===== src/fpd_cfg.svh =====
// Purpose: Named constants for the fan drive and speed monitor
// Assumes: 50 MHz mclk, temperature level given in millivolts
// Notes: Definitions only
`ifndef FPD_CFG_SVH
`define FPD_CFG_SVH

// ====================================================
// Timebase
`define FPD_CLK_HZ 32'h02FA_F080
`define FPD_PWM_HZ 32'h0000_001E
`define FPD_MS_PER_S 32'h0000_03E8
`define FPD_START_MS 32'h0000_03E8
`define FPD_HOLD_MS 32'h0000_0960

// ====================================================
// Duty scale in per mille
`define FPD_DUTY_FLOOR 10'h12C
`define FPD_DUTY_SPAN 10'h2BC
`define FPD_DUTY_FULL 10'h3E8
`define FPD_CODE_STEPS 4'hF
`define FPD_OPEN_CODE 4'h2
`define FPD_OPEN_DUTY 10'h189

// ====================================================
// Temperature input window in millivolts
`define FPD_VIN_LO 12'h654
`define FPD_VIN_HI 12'hA28
`define FPD_VIN_RANGE 12'h3D4

// ====================================================
// Register defaults and limits
`define FPD_LEVEL_RST 4'h2
`define FPD_SPEED_RST 9'h000
`define FPD_SPEED_MAX 9'h1FF
`define FPD_OT_ALARM 1'b1

`endif


===== src/fpd_pkg.sv =====
// Purpose: Types shared by the fan drive modules
// Assumes: fpd_cfg.svh constants
// Notes: Duty values are per mille
`default_nettype none
`include "fpd_cfg.svh"

package fpd_pkg;

  // ====================================================
  // Drive sequencer states, one-hot
  typedef enum logic [2:0] {
    FPD_ST_SLEEP = 3'h1,
    FPD_ST_START = 3'h2,
    FPD_ST_RUN = 3'h4
  } fpd_state_e;

  typedef logic [9:0] fpd_duty_t; // Per mille duty

  // Register code to duty, equal steps from floor to full
  function automatic fpd_duty_t fpd_code_duty(input logic [3:0] code);
    logic [13:0] prod;
    prod = 14'(code) * 14'(`FPD_DUTY_SPAN);
    return `FPD_DUTY_FLOOR + 10'(prod / 14'(`FPD_CODE_STEPS));
  endfunction : fpd_code_duty

endpackage : fpd_pkg

`default_nettype wire


===== src/fpd_tach_if.sv =====
// Purpose: Carrier between drive core and tachometer counter
// Assumes: One clock domain
// Notes: speed_code is in 25 RPM units
`default_nettype none

interface fpd_tach_if;
  logic enable; // Low holds the counter at defaults
  logic [1:0] ppr_sel; // Pulses per revolution select
  logic [8:0] speed_code; // Clamped speed, 25 RPM per step
  logic code_valid; // One-cycle pulse at gate end
  logic overflow; // Speed above maximum

  modport core (output enable, output ppr_sel, input speed_code, input code_valid, input overflow);
  modport tach (input enable, input ppr_sel, output speed_code, output code_valid, output overflow);
endinterface : fpd_tach_if

`default_nettype wire


===== src/fpd_tach.sv =====
// Purpose: Counts tachometer pulses over a fixed gate and scales them
// Assumes: tach_pulse synchronous to mclk
// Notes: A 2.4 s gate makes one pulse per revolution equal 25 RPM
`default_nettype none
`include "fpd_cfg.svh"

module fpd_tach
  import fpd_pkg::*;
#(
  parameter int unsigned GATE_CYCLES = `FPD_CLK_HZ / `FPD_MS_PER_S * `FPD_HOLD_MS
) (
  input wire logic mclk,
  input wire logic rst,
  input wire logic tach_pulse,
  fpd_tach_if.tach tb
);

  logic tach_q; // Previous pulse level for edge detection
  logic [15:0] pulse_cnt; // Qualified pulses this gate
  logic [31:0] gate_cnt; // Cycles into the gate
  logic [15:0] raw_code; // Pulses divided by pulses per rev
  logic gate_end;

  assign gate_end = tb.enable && (gate_cnt == GATE_CYCLES - 1);
  assign raw_code = pulse_cnt >> tb.ppr_sel;

  // ====================================================
  // Pulse counting over the gate
  always_ff @(posedge mclk or posedge rst) begin
    if (rst) begin
      tach_q <= 1'b0;
      pulse_cnt <= 16'h0000;
      gate_cnt <= 32'h0000_0000;
    end else if (!tb.enable) begin
      tach_q <= 1'b0;
      pulse_cnt <= 16'h0000;
      gate_cnt <= 32'h0000_0000;
    end else begin
      tach_q <= tach_pulse;
      gate_cnt <= gate_end ? 32'h0000_0000 : gate_cnt + 32'h0000_0001;
      // Only rising edges count, saturate so a noisy line cannot wrap
      // An edge in the closing cycle opens the next gate, so none is lost
      if (gate_end) begin
        pulse_cnt <= {15'h0000, tach_pulse && !tach_q};
      end else if (tach_pulse && !tach_q && pulse_cnt != 16'hFFFF) begin
        pulse_cnt <= pulse_cnt + 16'h0001;
      end
    end
  end

  // ====================================================
  // Result and overflow; one whole gate below maximum clears it
  always_ff @(posedge mclk or posedge rst) begin
    if (rst) begin
      tb.speed_code <= `FPD_SPEED_RST;
      tb.overflow <= 1'b0;
      tb.code_valid <= 1'b0;
    end else if (!tb.enable) begin
      tb.speed_code <= `FPD_SPEED_RST;
      tb.overflow <= 1'b0;
      tb.code_valid <= 1'b0;
    end else begin
      tb.code_valid <= gate_end;
      if (gate_end) begin
        if (raw_code > 16'(`FPD_SPEED_MAX)) begin
          tb.speed_code <= `FPD_SPEED_MAX;
          tb.overflow <= 1'b1;
        end else begin
          tb.speed_code <= raw_code[8:0];
          tb.overflow <= 1'b0;
        end
      end
    end
  end
endmodule : fpd_tach

`default_nettype wire


===== src/fpd_top.sv =====
// Purpose: Fan PWM drive with duty source select and speed monitor
// Assumes: Temperature level arrives digitised in millivolts
// Notes: Register framing is outside; config bits arrive as levels
`default_nettype none
`include "fpd_cfg.svh"

module fpd_top
  import fpd_pkg::*;
#(
  parameter int unsigned PWM_PERIOD = `FPD_CLK_HZ / `FPD_PWM_HZ,
  parameter int unsigned START_CYCLES = `FPD_CLK_HZ / `FPD_MS_PER_S * `FPD_START_MS,
  parameter int unsigned HOLD_CYCLES = `FPD_CLK_HZ / `FPD_MS_PER_S * `FPD_HOLD_MS
) (
  input wire logic mclk,
  input wire logic rst,
  input wire logic sleep_bit,
  input wire logic drive_source_sel,
  input wire logic [1:0] pulses_per_rev_sel,
  input wire logic fine_step_select,
  input wire logic stall_flag_clear,
  input wire logic [7:0] fault_threshold,
  input wire logic [11:0] vin_mv,
  input wire logic vin_open,
  input wire logic tach_pulse,
  input wire logic drive_level_wr,
  input wire logic [3:0] drive_level_wdata,
  output logic [3:0] drive_level,
  output logic [8:0] speed_reading_reg,
  output logic overheat_flag,
  output logic stall_flag,
  output logic speed_count_overflow,
  output logic alarm_out,
  output logic alarm_oe,
  output logic pwm_out
);

  // ====================================================
  // Declarations
  fpd_state_e state; // Drive sequencer
  fpd_state_e next_state;
  logic [31:0] start_cnt; // Cycles spent at forced full drive
  logic [31:0] pwm_cnt; // Position in the PWM period
  logic [31:0] high_time; // Cycles high in the current period
  logic [31:0] next_high_time; // High time from the selected source
  logic pwm_wrap; // Last cycle of a period
  fpd_duty_t duty_vin; // Duty commanded by temperature
  fpd_duty_t duty_sel; // Duty of the selected source
  logic [11:0] vin_diff; // Level above the lower end
  logic [21:0] vin_prod; // Scaled level before division
  logic [41:0] ht_prod; // Period times duty
  logic [31:0] stall_cnt; // Cycles spent below threshold
  logic speed_low; // Speed under fault threshold
  logic stall_set; // Stall condition matured this cycle
  logic over_temp; // Temperature past the upper end
  logic asleep;

  fpd_tach_if tb ();

  assign asleep = (state == FPD_ST_SLEEP);
  assign pwm_wrap = (pwm_cnt == PWM_PERIOD - 1);

  // ====================================================
  // Tachometer counter, suspended in sleep
  assign tb.enable = !asleep;
  assign tb.ppr_sel = pulses_per_rev_sel;

  fpd_tach #(
    .GATE_CYCLES(HOLD_CYCLES)
  ) u_tach (
    .mclk(mclk),
    .rst(rst),
    .tach_pulse(tach_pulse),
    .tb(tb)
  );

  // ====================================================
  // Sequencer: sleep, forced start, run
  always_comb begin
    next_state = state;
    case (state)
      FPD_ST_SLEEP: begin
        // Waking always goes through the full drive start
        if (!sleep_bit) begin
          next_state = FPD_ST_START;
        end
      end
      FPD_ST_START: begin
        if (sleep_bit) begin
          next_state = FPD_ST_SLEEP;
        end else if (start_cnt == START_CYCLES - 1) begin
          next_state = FPD_ST_RUN;
        end
      end
      FPD_ST_RUN: begin
        // Sleep is the only way out of run; stall never stops it
        if (sleep_bit) begin
          next_state = FPD_ST_SLEEP;
        end
      end
      default: begin
        next_state = FPD_ST_START;
      end
    endcase
  end

  // State register; reset lands in the forced start
  always_ff @(posedge mclk or posedge rst) begin
    if (rst) begin
      state <= FPD_ST_START;
    end else begin
      state <= next_state;
    end
  end

  // Startup timer, restarted whenever start is entered
  always_ff @(posedge mclk or posedge rst) begin
    if (rst) begin
      start_cnt <= 32'h0000_0000;
    end else if (state != FPD_ST_START) begin
      start_cnt <= 32'h0000_0000;
    end else if (start_cnt != START_CYCLES - 1) begin
      start_cnt <= start_cnt + 32'h0000_0001;
    end
  end

  // ====================================================
  // Level register; writes ignored while asleep
  always_ff @(posedge mclk or posedge rst) begin
    if (rst) begin
      drive_level <= `FPD_LEVEL_RST;
    end else if (asleep) begin
      drive_level <= `FPD_LEVEL_RST;
    end else if (drive_level_wr) begin
      drive_level <= drive_level_wdata;
    end
  end

  // ====================================================
  // Temperature mapping: floor, linear span, full
  always_comb begin
    vin_diff = vin_mv - `FPD_VIN_LO;
    vin_prod = 22'(vin_diff) * 22'(`FPD_DUTY_SPAN);
    if (vin_open) begin
      duty_vin = fpd_code_duty(`FPD_OPEN_CODE);
    end else if (vin_mv <= `FPD_VIN_LO) begin
      duty_vin = `FPD_DUTY_FLOOR;
    end else if (vin_mv >= `FPD_VIN_HI) begin
      duty_vin = `FPD_DUTY_FULL;
    end else begin
      duty_vin = `FPD_DUTY_FLOOR + 10'(vin_prod / 22'(`FPD_VIN_RANGE));
    end
  end

  // Source select is read live, so a change lands at the next period
  always_comb begin
    if (drive_source_sel) begin
      duty_sel = fpd_code_duty(drive_level);
    end else begin
      duty_sel = duty_vin;
    end
    ht_prod = 42'(PWM_PERIOD) * 42'(duty_sel);
    next_high_time = 32'(ht_prod / 42'(`FPD_DUTY_FULL));
  end

  // ====================================================
  // PWM period counter
  always_ff @(posedge mclk or posedge rst) begin
    if (rst) begin
      pwm_cnt <= 32'h0000_0000;
    end else if (asleep || pwm_wrap) begin
      pwm_cnt <= 32'h0000_0000;
    end else begin
      pwm_cnt <= pwm_cnt + 32'h0000_0001;
    end
  end

  // High time: full in start and sleep, else loaded only at the wrap
  // so a mid-period change never cuts a pulse short
  always_ff @(posedge mclk or posedge rst) begin
    if (rst) begin
      high_time <= PWM_PERIOD;
    end else if (state != FPD_ST_RUN) begin
      high_time <= PWM_PERIOD;
    end else if (pwm_wrap) begin
      high_time <= next_high_time;
    end
  end

  // Drive pin from a flop; the stall flag has no say here
  always_ff @(posedge mclk or posedge rst) begin
    if (rst) begin
      pwm_out <= 1'b0;
    end else if (asleep) begin
      pwm_out <= 1'b0;
    end else begin
      pwm_out <= (pwm_cnt < high_time);
    end
  end

  // ====================================================
  // Speed reading, coarse mode drops the lowest bit
  always_ff @(posedge mclk or posedge rst) begin
    if (rst) begin
      speed_reading_reg <= `FPD_SPEED_RST;
      speed_count_overflow <= 1'b0;
    end else begin
      speed_count_overflow <= tb.overflow;
      if (fine_step_select) begin
        speed_reading_reg <= tb.speed_code;
      end else begin
        speed_reading_reg <= {1'b0, tb.speed_code[8:1]};
      end
    end
  end

  // ====================================================
  // Stall detection; threshold counts in 50 RPM steps
  assign speed_low = (state == FPD_ST_RUN) && (tb.speed_code[8:1] < fault_threshold);
  assign stall_set = speed_low && (stall_cnt == HOLD_CYCLES - 1);

  always_ff @(posedge mclk or posedge rst) begin
    if (rst) begin
      stall_cnt <= 32'h0000_0000;
    end else if (!speed_low || stall_set) begin
      // Restart on maturity: a lasting fault re-raises after a fresh
      // hold, and a clear is not overridden on every cycle
      stall_cnt <= 32'h0000_0000;
    end else begin
      stall_cnt <= stall_cnt + 32'h0000_0001;
    end
  end

  // A fresh stall in the clearing cycle wins over the clear
  always_ff @(posedge mclk or posedge rst) begin
    if (rst) begin
      stall_flag <= 1'b0;
    end else if (asleep) begin
      stall_flag <= 1'b0;
    end else if (stall_set) begin
      stall_flag <= 1'b1;
    end else if (stall_flag_clear) begin
      stall_flag <= 1'b0;
    end
  end

  // ====================================================
  // Overheat follows the level, clears when it falls back
  assign over_temp = !vin_open && (vin_mv > `FPD_VIN_HI);

  always_ff @(posedge mclk or posedge rst) begin
    if (rst) begin
      overheat_flag <= 1'b0;
    end else begin
      overheat_flag <= over_temp && !asleep;
    end
  end

  // Open-drain alarm: only ever pulls low
  assign alarm_out = 1'b0;

  always_ff @(posedge mclk or posedge rst) begin
    if (rst) begin
      alarm_oe <= 1'b0;
    end else begin
      alarm_oe <= stall_flag || (`FPD_OT_ALARM && overheat_flag);
    end
  end
endmodule : fpd_top

`default_nettype wire


===== config.mk =====
export PLATFORM = sky130hd
export DESIGN_NAME = fpd_top
export DESIGN_NICKNAME = d
export VERILOG_FILES = /design/src/fpd_pkg.sv /design/src/fpd_tach_if.sv /design/src/fpd_tach.sv /design/src/fpd_top.sv
export VERILOG_INCLUDE_DIRS = /design/src /design/src/src
export SDC_FILE = /design/constraint.sdc
export NUM_CORES = 1
export LEC_CHECK = 0
export ABC_AREA = 1
export BUFFER_PORTS_ARGS = -buffer_cell sky130_fd_sc_hd__buf_2
export CAP_MARGIN = 40
export CORE_MARGIN = 1.5
export CORE_UTILIZATION = 40
export DETAILED_ROUTE_END_ITERATION = 8
export GPL_TIMING_DRIVEN = 0
export PLACE_DENSITY = 0.65
export REMOVE_ABC_BUFFERS = 1
export SYNTH_ARGS = -nofsm -noshare
export SYNTH_HDL_FRONTEND = slang
export SYNTH_HIERARCHICAL = 1
export SYNTH_SLANG_ARGS = --single-unit

===== constraint.sdc =====
create_clock -name mclk -period 31.7 [get_ports mclk]
set_input_delay 6.34 -clock mclk [delete_from_list [all_inputs] [get_ports mclk]]
set_output_delay 6.34 -clock mclk [all_outputs]
set_load 0.02 [all_outputs]

==> results of run 1 <==
-- worst min path at each step --
stage,from,cells after the start,slack [ns],endpoint
after detailed placement,u_tach/tb.overflow,0,0.37,speed_count_overflow
after global routing,u_tach/tb.overflow,0,0.41,speed_count_overflow
after floorplan,u_tach/tb.overflow,0,0.35,speed_count_overflow
after global placement,u_tach/tb.overflow,0,0.38,speed_count_overflow
final,u_tach/tb.overflow,0,0.39,speed_count_overflow
after CTS,u_tach/tb.overflow,0,0.40,speed_count_overflow
-- metrics by stage --
step / worst slack (ns) / utilization / cell area [sq um]
floorplan: -2.36 / - / 28600
global placement: -8.26 / 0.420 / 30000
detailed placement: -8.61 / 0.422 / 30200
CTS: -2.62 / 0.509 / 36400
global route: -5.68 / 0.546 / 39000
finish: -3.99 / 0.546 / 39000
-- metal layers --
metal	global-route usage	share of wire	vias up	routed length [um]
li1	-	-	15199	-
met1	0.281	0.44	14495	38100
met2	0.372	0.48	896	42200
met3	0.0234	0.044	248	3860
met4	0.0646	0.035	0	3070
met5	0	0	-	0
-- repair_timing --
| item | 4_1_cts | 5_1_grt |
|---|---|---|
| pin swaps | 323 | 292 |
| hold buffers | 0 | 0 |
| gates resized for setup | 675 | 397 |
| setup endpoints to repair | 15 | 12 |
| gates cloned | 8 | 0 |
| buffers inserted | 353 | 124 |
-- worst reg2reg max path: cells and delay by family, from the launching register on --
family	cells	cell delay (ns)
and+or+nand+nor	127	14.20
xor gates and xnor gates	4	0.83
buffers and inverters	51	4.29
DFF	1	0.51
adders and majority gates	10	4.10
AOI/OAI and AO/OA	18	3.33
-- cell type report --
class	count	area, sq um	area share
Sequential cell	198	4970	0.127
Timing Repair Buffer	542	4250	0.109
Multi-Input combinational cell	3376	24600	0.632
Clock inverter	14	169	0.00433
Inverter	854	3370	0.0863
Tap cell	950	1190	0.0305
Clock buffer	18	429	0.0110
==> summary.txt, run 1 <==
Critical path
  – Most frequent CP cell: nand2_2
  – Max incr delay on CP: 0.57 ns
  – CP Capture Type: register
  – CP Depth: 224
  – Worst Setup Start Kind: input pin
  – Critical Path RT: 32.09 ns
  – Slowest CP cell: fa_1
  – CP Class: input pin to register
  – R2R depth: 210
  – Data arrival, critical path: 36.08 ns
  – Largest fanout on the critical path: 8
  – CP top delay family: simple AND/OR/NAND/NOR gates
  – Crit path to: high_time[1]
  – Critical R2R Launch: drive_level[2]
  – Flop2flop setup slack: 4.35 ns
  – FF-to-FF End: high_time[1]
  – Setup crit start: vin_mv[3]
  – WP buf/inv: 50

Die
  – Die Y: 272 um
  – Core area: 71500 sq um
  – Row cnt: 98
  – Io pins: 54
  – Die Footprint: 73800 sq um
  – Die width: 272 um
  – Initial core utilization: 0.404

Routing
  – Routed wire per std cell: 14.7 um
  – Final WL: 87300 um
  – Drc violations: 0
  – Drt pass-1 iters: 6
  – Vias per Instance: 5.18
  – Final ANT Viol Nets: 0
  – 1st-iter DRT viols: 2060
  – Routed vias: 30838

Clocking
  – CTS tree: built
  – Clk root buf: clkbuf_16
  – Clock Sink Count: 198
  – TritonCTS Buffers: 17
  – CTS max path bufs: 2
  – Clock H-tree levels: 4
  – Worst skew pair latency: 0.46 ns
  – Clk pin slew, worst setup/hold paths: 0.09 ns

Timing
  – Setup_tns: -24.22 ns
  – Minimum clock period: 35.69 ns
  – Period utilization: 1.13
  – Hold Vio Cnt, Final: 0
  – Final Worst Setup Slack: -3.99 ns
  – Final Slew Violations: 0
  – Smallest hold slack: 0.387 ns
  – Final setup violation count: 9
  – Layout Skew: 0.0170 ns
  – Max Fclk: 28.0 MHz
  – Slew HR: 0.266
  – Worst-Margin Slew: 1.10 ns
  – RSZ-0062 raised after global routing: yes

Cells and area
  – Ant. Diodes: 0
  – Most common cell after layout, fill and taps aside: nand2_1
  – Final net count: 5335
  – Most frequent cells in the layout: 856 x nand2_1, 707 x inv_1, 435 x buf_4
  – Filler cells: 6380
  – Non-Filler Instances: 5952
  – Layout cell share with drive strength beyond 1: 0.327
  – Area added between synthesis and finish: 35.1%

Global route
  – Global-route usage over all layers: 0.215
  – Vias in the first global route: 29095
  – Remaining Overflow, GRT: 0
  – Largest net degree at the start of global routing: 84
  – Antenna violations before repair: 0
  – Global-route wire length before repair: 135000 um

Status
  – Outcome: finished with violations
  – Failing checks: setup timing

Synthesis
  – Ys Warns: 6
  – Post-synthesis area per instance: 6.48 sq um
  – Synthesized area: 28900 sq um
  – Mapped Cells: 4458

Placement
  – GP Congestion: 0.892
  – Placed cells: 5434
  – DP Wirelength: 56600 um
  – Port Buf Inserts: 52

Worst hold path
  – HP Class: register to register

Job
  – Max cap viols: 0
Power of run 1 is not shown: default switching activity piles up to over one toggle a cycle in this logic, so the estimate is an artifact.
==> run 2: changes to the inputs <==
--- a/config.mk
+++ b/config.mk
@@ -11,6 +11,7 @@
 export CAP_MARGIN = 40
 export CORE_MARGIN = 1.5
 export CORE_UTILIZATION = 40
+export CTS_BUF_LIST = sky130_fd_sc_hd__clkbuf_16
 export DETAILED_ROUTE_END_ITERATION = 8
 export GPL_TIMING_DRIVEN = 0
 export PLACE_DENSITY = 0.65
==> summary.txt, run 2 (same netlist as run 1, synthesis figures left out) <==
Clocking
  – Clock H-tree levels: 4 (unchanged)
  – CTS tree: built
  – TritonCTS Buffers: 17 (unchanged)
  – Clk pin slew, worst setup/hold paths: 0.09 ns (about the same)
  – Clock Sink Count: 198 (unchanged)
  – Clk root buf: clkbuf_16
  – Worst skew pair latency: 0.46 ns (about the same)
  – CTS max path bufs: 2 (unchanged)

Timing
  – Hold Vio Cnt, Final: 0 (unchanged)
  – Final Slew Violations: 0 (unchanged)
  – Final setup violation count: 9 (unchanged)
  – RSZ-0062 raised after global routing: yes
  – Period utilization: 1.13 (about the same)
  – Slew HR: 0.266 (unchanged)
  – Final Worst Setup Slack: -3.99 ns (+0.0000800 ns)
  – Smallest hold slack: 0.387 ns (-0.00000200 ns)
  – Minimum clock period: 35.69 ns (-0.0000800 ns)
  – Max Fclk: 28.0 MHz (unchanged)
  – Layout Skew: 0.0170 ns (unchanged)
  – Worst-Margin Slew: 1.10 ns (unchanged)

Placement
  – Port Buf Inserts: 52 (unchanged)
  – GP Congestion: 0.892 (unchanged)
  – DP Wirelength: 56600 um (unchanged)
  – Placed cell area: 30200 sq um (unchanged)

Cells and area
  – Area added between synthesis and finish: 35.1% (unchanged)
  – Most common cell after layout, fill and taps aside: nand2_1
  – Layout cell share with drive strength beyond 1: 0.327 (unchanged)
  – Most frequent cells in the layout: 856 x nand2_1, 708 x inv_1, 435 x buf_4
  – Final instance area: 39000 sq um (unchanged)
  – Ant. Diodes: 0 (unchanged)
  – Final net count: 5335 (unchanged)

Routing
  – 1st-iter DRT viols: 2060 (unchanged)
  – Vias per Instance: 5.18 (about the same)
  – Final WL: 87300 um (about the same)
  – Drt pass-1 iters: 6 (unchanged)
  – Routed wire per std cell: 14.7 um (about the same)
  – Drc violations: 0 (unchanged)
  – Final ANT Viol Nets: 0 (unchanged)
  – Routed vias: 30833 (-0.016%)

Global route
  – Vias in the first global route: 29095 (unchanged)
  – GR met1 Demand/Resource: 0.281 (unchanged)
  – Global-route wire length before repair: 135000 um (unchanged)
  – Antenna violations before repair: 0 (unchanged)
  – Largest net degree at the start of global routing: 84 (unchanged)
  – Met2 Track Usage GR: 0.372 (unchanged)
  – Met3 Track Usage GR: 0.0234 (unchanged)
  – Global-route usage over all layers: 0.215 (unchanged)
  – Most Crowded Layer GR: met2
  – Remaining Overflow, GRT: 0 (unchanged)

Status
  – Failing checks: setup timing
  – Outcome: finished with violations

Die
  – Row cnt: 98 (unchanged)
  – Io pins: 54 (unchanged)
  – Die Y: 272 um (unchanged)
  – Core area: 71500 sq um (unchanged)
  – Die Footprint: 73800 sq um (unchanged)
  – Die width: 272 um (unchanged)
  – Initial core utilization: 0.404 (unchanged)

Critical path
  – Max incr delay on CP: 0.57 ns (about the same)
  – Slowest CP cell: fa_1
  – R2R depth: 210 (unchanged)
  – WP buf/inv: 50 (unchanged)
  – Largest fanout on the critical path: 8 (unchanged)
  – Worst Setup Start Kind: input pin
  – FF-to-FF End: high_time[1]
  – Flop2flop setup slack: 4.35 ns (about the same)
  – CP Class: input pin to register
  – Critical R2R Launch: drive_level[2]
  – CP Capture Type: register
  – Data arrival, critical path: 36.08 ns (about the same)
  – CP top delay family: simple AND/OR/NAND/NOR gates
  – Critical Path RT: 32.09 ns (about the same)
  – Most frequent CP cell: nand2_2

Worst hold path
  – HP Start: u_tach/tb.overflow
  – Hold worst-path end: speed_count_overflow
  – WHS Path Cells: 0 (unchanged)
  – HP Class: register to register

Job
  – Max cap viols: 0 (unchanged)
## run 2: cell count changes in the layout (fill, tap and decap cells not counted)
cell,before,now
clkbuf_1,1,0
inv_1,707,708
## run 2: layer usage
metal | vias up | part of all wire
met2 | 894 | 0.48
met4 | 0 | 0.035
met3 | 246 | 0.044
met5 | - | 0
met1 | 14494 | 0.44
li1 | 15199 | -
## run 2: what timing repair did
item / 4_1_cts / 5_1_grt
hold buffers: 0 / 0
gates cloned: 8 / 0
setup endpoints to repair: 15 / 12
pin swaps: 323 / 292
setup buffers: 353 / 124
gates resized for setup: 675 / 397
## run 2: worst reg2reg max path: cells and delay by family, from the launching register on
kind	cells	cell delay, ns
xor gates and xnor gates	4	0.83
buffers and inverters	51	4.29
adders and majority gates	10	4.10
DFF	1	0.51
and+or+nand+nor	127	14.20
AOI/OAI and AO/OA	18	3.33
## run 2: worst max path at each step
stage	from	end	slack, ns	cells past startpoint
floorplan	vin_mv[2]	high_time[0]	-2.36	236
global placement	vin_mv[2]	high_time[0]	-8.26	237
detailed placement	vin_mv[2]	high_time[0]	-8.61	236
CTS	vin_mv[3]	high_time[0]	-2.62	242
global route	vin_mv[3]	high_time[0]	-5.68	238
finish	vin_mv[3]	high_time[1]	-3.99	224
## run 2: area by class of cell
cell class	instances	area, sq um
Timing Repair Buffer	542	4250
Multi-Input combinational cell	3376	24600
Inverter	854	3370
Tap cell	950	1190
Fill cell	6380	32500
Sequential cell	198	4970
Clock inverter	15	173
Clock buffer	17	425
## run 2: stage by stage
stage,instances,TNS [ns],utilization,setup WS (ns)
2_1_floorplan,4420,-8.03,-,-2.36
3_3_place_gp,5422,-64.47,0.420,-8.26
3_5_place_dp,5434,-69.53,0.422,-8.61
4_1_cts,5827,-12.81,0.509,-2.62
5_1_grt,5952,-38.79,0.546,-5.68
6_report,5952,-24.22,0.546,-3.99
Power of run 2 is left out for the same reason.
